<file path="config.mk">
export PLATFORM = sky130hd
export DESIGN_NAME = touch_seq
export DESIGN_NICKNAME = d
export VERILOG_FILES = /design/src/touch_seq_pkg.sv /design/src/touch_seq.sv
export SDC_FILE = /design/constraint.sdc
export NUM_CORES = 1
export LEC_CHECK = 0
export BUFFER_PORTS_ARGS = -buffer_cell sky130_fd_sc_hd__buf_2
export CAP_MARGIN = 10
export CORE_MARGIN = 2
export CORE_UTILIZATION = 56
export DETAILED_ROUTE_END_ITERATION = 10
export PLACE_DENSITY = 0.82
export SLEW_MARGIN = 20
export SYNTH_ARGS = -nofsm -noshare
export SYNTH_HDL_FRONTEND = slang
export SYNTH_SLANG_ARGS = --single-unit
</file>
<file path="constraint.sdc">
create_clock -name clk -period 5.4 [get_ports clk]
set_input_delay 0 -clock clk [delete_from_list [all_inputs] [get_ports clk]]
set_output_delay 0 -clock clk [all_outputs]
set_load 0.005 [all_outputs]
</file>
<file path="src/touch_seq_pkg.sv">
// constants and types for the touch screen conversion sequencer
// assumes a single 250 MHz clock and a word-wide register port behind the serial interface
package touch_seq_pkg;

  // ****************************************
  // register locations (word index)
  // ****************************************
  localparam logic [3:0] ADDR_SPARE        = 4'h0;
  localparam logic [3:0] ADDR_PRIMARY      = 4'h1;
  localparam logic [3:0] ADDR_SECONDARY    = 4'h2;
  localparam logic [3:0] ADDR_LIMIT_SELECT = 4'h3;
  localparam logic [3:0] ADDR_LAST_RW      = 4'h7;
  localparam logic [3:0] ADDR_Y_RESULT     = 4'h8;
  localparam logic [3:0] ADDR_X_RESULT     = 4'h9;
  localparam logic [3:0] ADDR_P1_RESULT    = 4'hA;
  localparam logic [3:0] ADDR_P2_RESULT    = 4'hB;
  localparam logic [3:0] ADDR_ANALOG_RES   = 4'hC;
  localparam logic [3:0] ADDR_THERMAL_RES  = 4'hD;
  localparam logic [3:0] ADDR_PART_CODE    = 4'hE;

  // ****************************************
  // reset values
  // ****************************************
  localparam logic [15:0] RESET_ZERO      = 16'h0000;
  localparam logic [15:0] RESET_SECONDARY = 16'h4040;
  // arbitrary neutral identity value
  localparam logic [15:0] PART_CODE_VALUE = 16'h0A5C;

  // ****************************************
  // field positions
  // ****************************************
  localparam int PRI_LIMIT_IRQ_EN = 15;   // 1 = limit interrupt function on
  localparam int PRI_CHAN_LSB     = 12;   // manual channel [14:12]
  localparam int PRI_MODE_LSB     = 10;   // conversion mode [11:10]
  localparam int PRI_ACQ_LSB      = 8;    // sample window [9:8]
  localparam int PRI_TIMER_LSB    = 0;    // interval timer [7:0]
  localparam int SEC_PIN_FUNC     = 13;
  localparam int SEC_PIN_DATA     = 12;
  localparam int SEC_PIN_DIR      = 11;
  localparam int SEC_PIN_POL      = 10;
  localparam int SEC_RANK_LSB     = 5;    // rank filter depth [6:5]
  localparam int SEC_SETTLE_LSB   = 0;    // settling delay [3:0]
  localparam int LIM_PIN_IRQ_OFF  = 12;   // 1 = pin may not raise interrupt
  localparam int LIM_CHAN_LSB     = 1;    // sequence channel mask [7:1]

  // ****************************************
  // modes and channel codes
  // ****************************************
  localparam logic [1:0] MODE_OFF    = 2'h0;
  localparam logic [1:0] MODE_SINGLE = 2'h1;
  localparam logic [1:0] MODE_MASTER = 2'h3;
  localparam logic [2:0] CHAN_NONE    = 3'h0;
  localparam logic [2:0] CHAN_THERMAL = 3'h1;
  localparam logic [2:0] CHAN_PRESS2  = 3'h4;

  // ****************************************
  // timing, counted in half-microsecond ticks
  // ****************************************
  localparam int CLK_PERIOD_NS  = 4;
  localparam int TICK_NS        = 500;
  localparam int TICK_CYCLES    = (TICK_NS + CLK_PERIOD_NS - 1) / CLK_PERIOD_NS;
  localparam int ACQ_BASE_NS    = 2000;
  localparam int CONV_NS        = 7500;
  localparam int SORT_NS        = 2000;
  localparam int THERMAL_ACQ_NS = 16000;
  localparam int SETTLE_STEP_NS = 128000;
  localparam int TIMER_STEP_NS  = 36500;
  localparam int ACQ_BASE_TICKS    = ACQ_BASE_NS / TICK_NS;
  localparam int CONV_TICKS        = CONV_NS / TICK_NS;
  localparam int SORT_TICKS        = SORT_NS / TICK_NS;
  localparam int THERMAL_ACQ_TICKS = THERMAL_ACQ_NS / TICK_NS;
  localparam int SETTLE_STEP_TICKS = SETTLE_STEP_NS / TICK_NS;
  localparam int TIMER_STEP_TICKS  = TIMER_STEP_NS / TICK_NS;

  // ****************************************
  // types
  // ****************************************
  typedef enum logic [2:0] {
    S_IDLE, S_SETTLE, S_ACQ, S_CONV, S_SORT, S_END_SETTLE, S_TIMER
  } seq_state_t;

  typedef struct packed {
    logic [15:0][15:0] regs;      // register words, index 15 unused
    logic              pin_meta;  // first synchroniser stage
    logic              pin_sync;  // second synchroniser stage
    logic              pin_prev;  // last synchronised level
    logic              func_prev; // last pin-function enable
    logic              irq_hold;  // pin interrupt latched
    logic              int_n;
    logic              gpio_out;
    logic              gpio_oe;
    logic [15:0]       rdata;
    logic              rvalid;
    seq_state_t        state;
    logic [6:0]        tick_cnt;
    logic              tick;
    logic [15:0]       wait_cnt;
    logic [7:1]        pending;
    logic [2:0]        chan;
    logic [3:0]        sample;
    logic              conv_start;
    logic [2:0]        conv_channel;
    logic              busy;
  } seq_regs_t;

endpackage

</file>
<file path="src/touch_seq.sv">
// register map, pin interrupt and conversion sequencer timing of the touch controller
// assumes a serial front end delivering word accesses on clk, and a converter
// core that returns adc_data on clk by the end of each conversion window
`timescale 1ns/1ps

module touch_seq
  import touch_seq_pkg::*;
(
  input  wire logic        clk,
  input  wire logic        reset,
  input  wire logic [3:0]  reg_addr,      // word index
  input  wire logic [15:0] reg_wdata,
  input  wire logic        reg_wr,        // one-cycle write strobe
  input  wire logic        reg_rd,        // one-cycle read strobe
  output logic      [15:0] reg_rdata,
  output logic             reg_rvalid,
  input  wire logic        gpio_in,       // pin level, asynchronous
  output logic             gpio_out,
  output logic             gpio_oe,
  input  wire logic [11:0] adc_data,      // converter result, same clock
  output logic             conv_start,
  output logic      [2:0]  conv_channel,
  output logic             seq_busy,
  output logic             int_n          // active-low interrupt
);

  // ****************************************
  // helpers
  // ****************************************

  // highest enabled channel code, none when mask empty
  function automatic logic [2:0] top_channel(input logic [7:1] mask);
    logic [2:0] code;
    code = CHAN_NONE;
    for (int k = 1; k <= 7; k++)
      if (mask[k])
        code = 3'(k);
    return code;
  endfunction
  // result word index for a channel code
  function automatic logic [3:0] result_index(input logic [2:0] code);
    logic [3:0] idx;
    idx = ADDR_ANALOG_RES;
    if (code == CHAN_THERMAL)
      idx = ADDR_THERMAL_RES;
    else if (code >= CHAN_PRESS2)
      idx = 4'(ADDR_Y_RESULT + 4'(3'h7 - code));
    return idx;
  endfunction
  // sample window ticks minus one for a channel
  function automatic logic [15:0] window_load(input logic [2:0] code, input logic [1:0] sample_window_time);
    logic [15:0] ticks;
    ticks = 16'(ACQ_BASE_TICKS << sample_window_time);
    if (code == CHAN_THERMAL)
      ticks = 16'(THERMAL_ACQ_TICKS);
    return 16'(ticks - 16'h0001);
  endfunction
  // settle count minus one; a zero field still costs one tick
  function automatic logic [15:0] settle_load(input logic [3:0] field);
    logic [15:0] ticks;
    ticks = 16'(field * SETTLE_STEP_TICKS);
    if (ticks == 16'h0000)
      ticks = 16'h0001;
    return 16'(ticks - 16'h0001);
  endfunction

  // ****************************************
  // state
  // ****************************************
  seq_regs_t   cur;           // registered state
  seq_regs_t   next_cur;      // next state
  logic [15:0] primary;       // views of the control words
  logic [15:0] secondary;
  logic [15:0] limit_sel;
  logic [1:0]  mode;
  logic [1:0]  rank_sel;
  logic [3:0]  rank_count;    // samples per channel minus one
  logic        pin_data;      // pin level after polarity
  logic        irq_set;
  logic        irq_clear;
  logic        start_req;
  logic        abort_req;
  logic        done;          // current wait finished this cycle
  logic [7:1]  left;          // channels remaining after current
  logic [2:0]  upcoming;

  assign primary   = cur.regs[ADDR_PRIMARY];
  assign secondary = cur.regs[ADDR_SECONDARY];
  assign limit_sel = cur.regs[ADDR_LIMIT_SELECT];
  assign mode      = primary[PRI_MODE_LSB +: 2];
  assign rank_sel  = secondary[SEC_RANK_LSB +: 2];
  // depth 1, 4, 8 or 16
  assign rank_count = (rank_sel == 2'h0) ? 4'h0 : 4'((5'h02 << rank_sel) - 5'h01);
  // active-low polarity inverts the pin
  assign pin_data  = cur.pin_sync ~^ secondary[SEC_PIN_POL];

  // ****************************************
  // next state
  // ****************************************

  // one process builds the whole next state
  always_comb
  begin
    next_cur            = cur;
    next_cur.conv_start = 1'b0;
    next_cur.rvalid     = 1'b0;
    start_req           = 1'b0;
    abort_req           = 1'b0;
    irq_set             = 1'b0;
    irq_clear           = 1'b0;
    left                = cur.pending;
    upcoming            = CHAN_NONE;
    // two-stage pin synchroniser
    next_cur.pin_meta  = gpio_in;
    next_cur.pin_sync  = cur.pin_meta;
    next_cur.pin_prev  = cur.pin_sync;
    next_cur.func_prev = secondary[SEC_PIN_FUNC];
    // input mode: data bit follows the pin
    if (secondary[SEC_PIN_FUNC] && secondary[SEC_PIN_DIR])
      next_cur.regs[ADDR_SECONDARY][SEC_PIN_DATA] = pin_data;
    // register writes; results and part code ignore writes
    if (reg_wr)
    begin
      if (reg_addr <= ADDR_LAST_RW)
      begin
        next_cur.regs[reg_addr] = reg_wdata;
        // data bit read-only in input mode
        if (reg_addr == ADDR_SECONDARY && secondary[SEC_PIN_DIR])
          next_cur.regs[ADDR_SECONDARY][SEC_PIN_DATA] = secondary[SEC_PIN_DATA];
      end
      // writing the mode starts or stops the sequencer
      if (reg_addr == ADDR_PRIMARY)
      begin
        start_req = (reg_wdata[PRI_MODE_LSB +: 2] != MODE_OFF);
        abort_req = !start_req;
      end
    end
    // read answer one cycle after the strobe
    if (reg_rd)
    begin
      next_cur.rvalid = 1'b1;
      if (reg_addr == ADDR_PART_CODE)
        next_cur.rdata = PART_CODE_VALUE;
      else if (reg_addr < ADDR_PART_CODE)
        next_cur.rdata = cur.regs[reg_addr];
      else
        next_cur.rdata = RESET_ZERO;
    end
    // pin output and interrupt
    // pin driven only in general-purpose output mode
    next_cur.gpio_oe  = secondary[SEC_PIN_FUNC] && !secondary[SEC_PIN_DIR];
    next_cur.gpio_out = secondary[SEC_PIN_DATA] ~^ secondary[SEC_PIN_POL];
    // disable bit blocks the pin source
    // set data bit with limit function on
    irq_set = secondary[SEC_PIN_FUNC] && secondary[SEC_PIN_DIR] && pin_data &&
              primary[PRI_LIMIT_IRQ_EN] && !limit_sel[LIM_PIN_IRQ_OFF];
    // level or enable change is the only clear
    irq_clear = (cur.pin_sync != cur.pin_prev) ||
                (secondary[SEC_PIN_FUNC] != cur.func_prev);
    // a set in the clearing cycle wins
    if (irq_set)
      next_cur.irq_hold = 1'b1;
    else if (irq_clear)
      next_cur.irq_hold = 1'b0;
    next_cur.int_n = !next_cur.irq_hold;
    // tick divider
    // half-microsecond enable from the clock
    next_cur.tick = 1'b0;
    if (cur.tick_cnt == 7'(TICK_CYCLES - 1))
    begin
      next_cur.tick_cnt = 7'h00;
      next_cur.tick     = 1'b1;
    end
    else
      next_cur.tick_cnt = 7'(cur.tick_cnt + 7'h01);
    done = cur.tick && (cur.wait_cnt == 16'h0000);
    if (cur.tick && cur.wait_cnt != 16'h0000)
      next_cur.wait_cnt = 16'(cur.wait_cnt - 16'h0001);
    // sequencer
    unique case (cur.state)
      // wait for a start
      S_IDLE: next_cur.busy = 1'b0;
      S_SETTLE:
      begin
        if (done)
        begin
          next_cur.state    = S_ACQ;
          next_cur.wait_cnt = window_load(cur.chan, primary[PRI_ACQ_LSB +: 2]);
        end
      end
      // sample window, then kick the converter
      S_ACQ:
      begin
        if (done)
        begin
          next_cur.state        = S_CONV;
          next_cur.wait_cnt     = 16'(CONV_TICKS - 1);
          next_cur.conv_start   = 1'b1;
          next_cur.conv_channel = cur.chan;
        end
      end
      // conversion, result taken at its end
      S_CONV:
      begin
        if (done)
        begin
          next_cur.regs[result_index(cur.chan)] = {4'h0, adc_data};
          next_cur.state = S_SORT;
          // sort only when the filter is on
          if (rank_sel != 2'h0)
            next_cur.wait_cnt = 16'(SORT_TICKS - 1);
        end
      end
      // sort step; with the filter off it passes in one cycle
      S_SORT:
      begin
        if (done || rank_sel == 2'h0)
        begin
          if (cur.sample != rank_count)
          begin
            next_cur.sample   = 4'(cur.sample + 4'h1);
            next_cur.state    = S_ACQ;
            next_cur.wait_cnt = window_load(cur.chan, primary[PRI_ACQ_LSB +: 2]);
          end
          else
          begin
            left[cur.chan] = 1'b0;
            upcoming       = top_channel(left);
            next_cur.pending = left;
            next_cur.sample  = 4'h0;
            next_cur.chan    = upcoming;
            if (upcoming == CHAN_NONE)
            begin
              // final settle after the last measurement
              next_cur.state    = S_END_SETTLE;
              next_cur.wait_cnt = settle_load(secondary[SEC_SETTLE_LSB +: 4]);
            end
            else if (upcoming >= CHAN_PRESS2)
            begin
              next_cur.state    = S_SETTLE;
              next_cur.wait_cnt = settle_load(secondary[SEC_SETTLE_LSB +: 4]);
            end
            else
            begin
              next_cur.state    = S_ACQ;
              next_cur.wait_cnt = window_load(upcoming, primary[PRI_ACQ_LSB +: 2]);
            end
          end
        end
      end
      // closing settle, then the interval timer
      S_END_SETTLE:
      begin
        if (done)
        begin
          next_cur.state    = S_TIMER;
          next_cur.wait_cnt = 16'(primary[PRI_TIMER_LSB +: 8] * TIMER_STEP_TICKS);
        end
      end
      S_TIMER:
      begin
        if (done)
        begin
          next_cur.state = S_IDLE;
          next_cur.busy  = 1'b0;
          // master mode reruns the sequence on its own
          start_req = (mode == MODE_MASTER);
        end
      end
    endcase
    // abort takes priority over any running step, except a master rerun starting at the end of the timer in the same cycle
    if (abort_req)
    begin
      next_cur.state = S_IDLE;
      next_cur.busy  = 1'b0;
    end
    // start: load channel set and enter first channel
    if (start_req)
    begin
      left = limit_sel[LIM_CHAN_LSB +: 7];
      // single mode converts the manual channel only
      if ((reg_wr && reg_addr == ADDR_PRIMARY ?
           reg_wdata[PRI_MODE_LSB +: 2] : mode) == MODE_SINGLE)
      begin
        left = 7'h00;
        if (reg_wdata[PRI_CHAN_LSB +: 3] != CHAN_NONE)
          left[reg_wdata[PRI_CHAN_LSB +: 3]] = 1'b1;
      end
      upcoming         = top_channel(left);
      next_cur.pending = left;
      next_cur.chan    = upcoming;
      next_cur.sample  = 4'h0;
      if (upcoming != CHAN_NONE)
      begin
        next_cur.busy     = 1'b1;
        // settle before the first channel always
        next_cur.state    = S_SETTLE;
        next_cur.wait_cnt = settle_load(secondary[SEC_SETTLE_LSB +: 4]);
      end
      else
        next_cur.state = S_IDLE;
    end
  end

  // ****************************************
  // state register
  // ****************************************

  // synchronous reset to documented values
  always_ff @(posedge clk)
  begin
    if (reset)
    begin
      cur       <= '0;
      cur.int_n <= 1'b1;
      cur.regs[ADDR_SECONDARY] <= RESET_SECONDARY;
      cur.state <= S_IDLE;
    end
    else
      cur <= next_cur;
  end
  // outputs straight from the state register
  assign reg_rdata    = cur.rdata;
  assign reg_rvalid   = cur.rvalid;
  assign gpio_out     = cur.gpio_out;
  assign gpio_oe      = cur.gpio_oe;
  assign conv_start   = cur.conv_start;
  assign conv_channel = cur.conv_channel;
  assign seq_busy     = cur.busy;
  assign int_n        = cur.int_n;
endmodule

</file>
# Word level (Yosys, flattened, before mapping)
# Index checks and enable logic that the tools add are counted.
# op_classes
add_sub_neg	12
n_mul	1
n_div	0
n_lt_le_gt_ge	12
n_eq_ne	24
n_shift	2
mux	116
bitwise_logic	5
reduce_logical	39
# ops
operator	n
2-to-1 mux 256 bit	4
2-to-1 mux 16 bit	38
bitwise mux 256 bit	2
demux 16 bit (select 4 bit)	2
subtractor 16 x 1 -> 16 bit (second input constant)	7
one-hot mux 16 bit (5 select lines)	1
2-to-1 mux 3 bit	26
binary-select mux 16 bit (select 4 bit)	1
2-to-1 mux 30 bit	2
2-to-1 mux 4 bit	7
!= test 4 bit (second input constant)	6
2-to-1 mux 1 bit	21
2-to-1 mux 7 bit	3
one-hot mux 3 bit (6 select lines)	1
zero test 16 bit	1
nonzero test 16 bit	1
<< shifter 3 x 2 -> 16 bit (first input constant)	1
multiplier 8 x 7 -> 15 bit (second input constant)	1
2-to-1 mux 14 bit	1
logical AND 1 bit	13
zero test 13 bit	1
2-to-1 mux 12 bit	1
< comparator 4 x 5 -> 1 bit (second input constant)	2
2-to-1 mux 10 bit	1
42 further kinds	67
# totals
reg_bits	327
latchBits	0
ram_bits	0
romBits	0
in_bits	37
output_inout_bits	25
word_cells	247
mem_count	0

# Logic depth before layout (Yosys ltp)
# depth
depth_word	31
ltp_mapped	14
depth_no_buf	13

# Least setup slack after synthesis
# Ideal clock, no wire load.
# synth_path
kind	register to register
startpoint	reg (tool-made name)
endpoint	reg cur[31] (netlist name)
setup_time_ns	0.091
t_arrival_ns	2.872
t_required_ns	5.309
path_slack_ns	2.437
stages_incl_launch_ff	13
path_buffers	0
synth_period_minus_slack_ns	2.963
cell_sequence	dfxtp_1 ha_1 ha_1 inv_1 fa_1 inv_1 ha_1 or3_1 o221a_2 nor2_1 xor2_1 a31o_2 a311oi_1
# synth_lines
item	line_no	source
to (signal assigned)	touch_seq.sv:320	cur <= next_cur;
to (decl)	touch_seq.sv:70	seq_regs_t cur;

# Worst setup path in the final report
# layout_path
startpoint	reg cur[19] (netlist name)
endpoint	reg cur[200] (netlist name)
# layout_via
elab_chain_cells	4
# layout_lines
item	line_no	source
zero test 16 bit	touch_seq.sv:176	done = cur.tick && (cur.wait_cnt == 16'h0000);
logical AND 1 bit	touch_seq.sv:176	
2-to-1 mux 256 bit	touch_seq.sv:205	if (done)
2-to-1 mux 256 bit	touch_seq.sv:180	unique case (cur.state)
# No other way between the ends.
# A chain may end at the register's enable or synchronous reset.

==> metrics.cfg <==
[sta]
unrepaired_setup_endpoints_after_global_routing=false
finalCritPeriodShare=0.687
timing.final.ws_setup_ns=1.69
setup-violations-final=0
achievable-frequency_mhz=270
holdWs_ns=0.0803
final.setup.tns_ns=0
max_slew.worst_pin.slew_ns=1.10
period_minus_slack_ns=3.71
timing_hold_violations_final=0
report.final.slew_viol_count=0
fin_worst_skew_ns=0.0214
slew_headroom=0.260

[pwr]
cellLeakagePower_nw=6.34
irDropWorstVdd_v=0.000348
power.density_nw_per_um2=294

[outcome]
outcome=complete, no violations

[logic_synthesis]
synthCells=1860
synth.yosys.seq_area_share=0.408
unique_cell_type_count_in_the_yosys_netlist=81
synth-warning-count=0
yosys.area.top_type=sky130_fd_sc_hd__dfxtp_1
postSynthNetCount=1931
ys_async_sr_fraction=0
synth-seq-cells=327
synth_edf_count=0
postSynth.topFlopCell=sky130_fd_sc_hd__dfxtp_1
mean_post_synth_cell_area_um2=8.63
synth_area_um2=16100
area_contributors_post_synth=sky130_fd_sc_hd__dfxtp_1 (41%), sky130_fd_sc_hd__mux4_2 (11%), sky130_fd_sc_hd__nand2_1 (11%)
synth_top_area_share=0.408

[setup_path]
worst_path_largest_cell_delay_ns=0.84
startpoint_type_of_the_worst_setup_path=flip-flop
worstPathRequired_ns=5.85
rrSetupSlack_ns=1.69
timing.critical_path.mode_cell=sky130_fd_sc_hd__nor2_1
timing.critical_path.to_type=flip-flop
critPathMaxFanout=12
slowest_stage=sky130_fd_sc_hd__nor2_1
worstSetupPathType=flip-flop to flip-flop
arrival_time_worst_endpoint_ns=4.15
cells_along_the_critical_path=inv_1, ha_1, nor4b_1, nand4_1, nor2_1, nand3_1, nor2_1, nand2_1, a21oi_1

[global_route]
gr-usage-all-layers=0.300
grt_pass1_vias=13300
grt_overflow=0
antenna_found_initial=2
grt_start_max_net_pins=113
grt_first_pass_wirelength_um=72200

[placement]
pre_cts_slack_ns=1.85
gp_routability_congestion=0.964
detailedPlacementHpwl_um=30600
dpl.cell_count=2152
place.port_buffers=61

[route]
avgRoutedWirePerCell_um=20.3
drt_iter0_markers=1434
firstDrtPassIters=5
totalWireLength_um=45500
drc_errors=0
via_count=13900
vias_per_cell=6.17
drt.antenna.violating_nets=0

[floorplan]
die_height_um=173
die-width_um=173
floorplan.initialDensity=0.573
dieArea_um2=30000
std_cell_rows=61
core_region_area_um2=28000
ios=62

[clock_tree]
cts_hold_buf=30
tritoncts_clock_tree=yes
cts_repair_resize_count=0
clk_pin_slew_ns=0.06
clock_insertion_delay_worst_skew_ns=0.53
cts.root.buffer_cell=sky130_fd_sc_hd__clkbuf_16
cts_made_buffers=35
cts.sink_count=327
post-cts-setup-buffers=0
cts_max_path_buffers=3
cts_max_level=2

[finish]
area_growth_syn_to_layout_pct=10.1
layout_commonest_cell=sky130_fd_sc_hd__nand2_1
sequential_cell_area_um2=6550
commonest_non_fill_non_tap_cells_in_the_layout=sky130_fd_sc_hd__nand2_1 (451), sky130_fd_sc_hd__dfxtp_1 (327), sky130_fd_sc_hd__a21oi_1 (242)
multi_input_area_um2=8690
number_of_nets_in_the_finished_design=1912
fill_cells=2247
fraction_of_layout_instances_using_a_drive_strength_above_1=0.133
final-instance-count-excl-fill=2246

[run]
max_cap_violations=0

[hold_path]
worst_hold_path_type=input pin to flip-flop

[report_power, final]
part,internal (mW),leakage [nW],switching (mW)
sequential,2.43,2.64,0.0154
combinational,0.0995,3.11,0.193
clock,1.46,0.588,1.00
[logic make-up after synthesis]
group / synth area share
xor+xnor: 0.0169
fa+ha+maj: 0.0270
buf+inv: 0.0518
mux: 0.123
simple gates: 0.226
compound gates: 0.147
flops: 0.408
[cell usage after synthesis, types with 22 or more instances]
| library cell | n |
|---|---|
| sky130_fd_sc_hd__dfxtp_1 | 327 |
| sky130_fd_sc_hd__nand3_1 | 32 |
| sky130_fd_sc_hd__nor2_1 | 100 |
| sky130_fd_sc_hd__inv_1 | 22 |
| sky130_fd_sc_hd__nor2b_1 | 59 |
| sky130_fd_sc_hd__mux4_2 | 80 |
| sky130_fd_sc_hd__a31oi_1 | 24 |
| sky130_fd_sc_hd__nor3_1 | 22 |
| sky130_fd_sc_hd__o21ai_0 | 41 |
| sky130_fd_sc_hd__clkbuf_1 | 105 |
| sky130_fd_sc_hd__a21oi_1 | 242 |
| sky130_fd_sc_hd__buf_4 | 31 |
| sky130_fd_sc_hd__and3_1 | 25 |
| sky130_fd_sc_hd__ha_1 | 33 |
| sky130_fd_sc_hd__nand2_1 | 451 |
[routing by layer]
metal  part of all wire  wire length (um)  up-vias  global-route usage
met4              0.053              2420        0               0.145
met1               0.39             18000     6633               0.379
li1                   -                 -     6436                   -
met5                  0                 0        -                   0
met2               0.47             21500      634               0.495
met3              0.080              3650      147              0.0568
[worst paths after layout]
kind,from,endpoint,depth (start not counted)
worst max register to register,cur[19]$_SDFF_PP0_,cur[200]$_SDFF_PP0_,9
worst min register to register,cur[70]$_SDFF_PP0_,cur[69]$_SDFF_PP0_,1
worst min-delay path,reset,cur[68]$_SDFF_PP0_,2
worst max-delay path,cur[19]$_SDFF_PP0_,cur[200]$_SDFF_PP0_,9
[final cells by class]
cell class              count  area share
flip-flops and latches    327       0.370
multi-input cells        1352       0.491
clock inverters            15      0.0101
inverters                  22     0.00467
clock buffers              48      0.0568
well taps                 378      0.0267
diodes                      1    0.000141
repair buffers            103      0.0400
[worst max-delay path: cells and delay by family (launching register included)]
| kind | cells | cell delay (ns) |
|---|---|---|
| adder cells (fa/ha/maj) | 1 | 0.20 |
| flip-flops | 1 | 0.33 |
| AO/OA/AOI/OAI | 1 | 0.19 |
| AND/OR/NAND/NOR | 6 | 2.84 |
| buffers and inverters | 1 | 0.06 |
[per-stage QoR]
step / power [mW] / instance area, um2 / utilization
6_report: 5.20 / 17700 / 0.631
2_1_floorplan: 2.69 / 16100 / -
4_1_cts: 5.22 / 17700 / 0.631
3_5_place_dp: 2.77 / 16200 / 0.578
3_3_place_gp: 2.76 / 16200 / 0.578
5_1_grt: 5.34 / 17700 / 0.631
No activity file was read; power rests on OpenSTA's default activity.
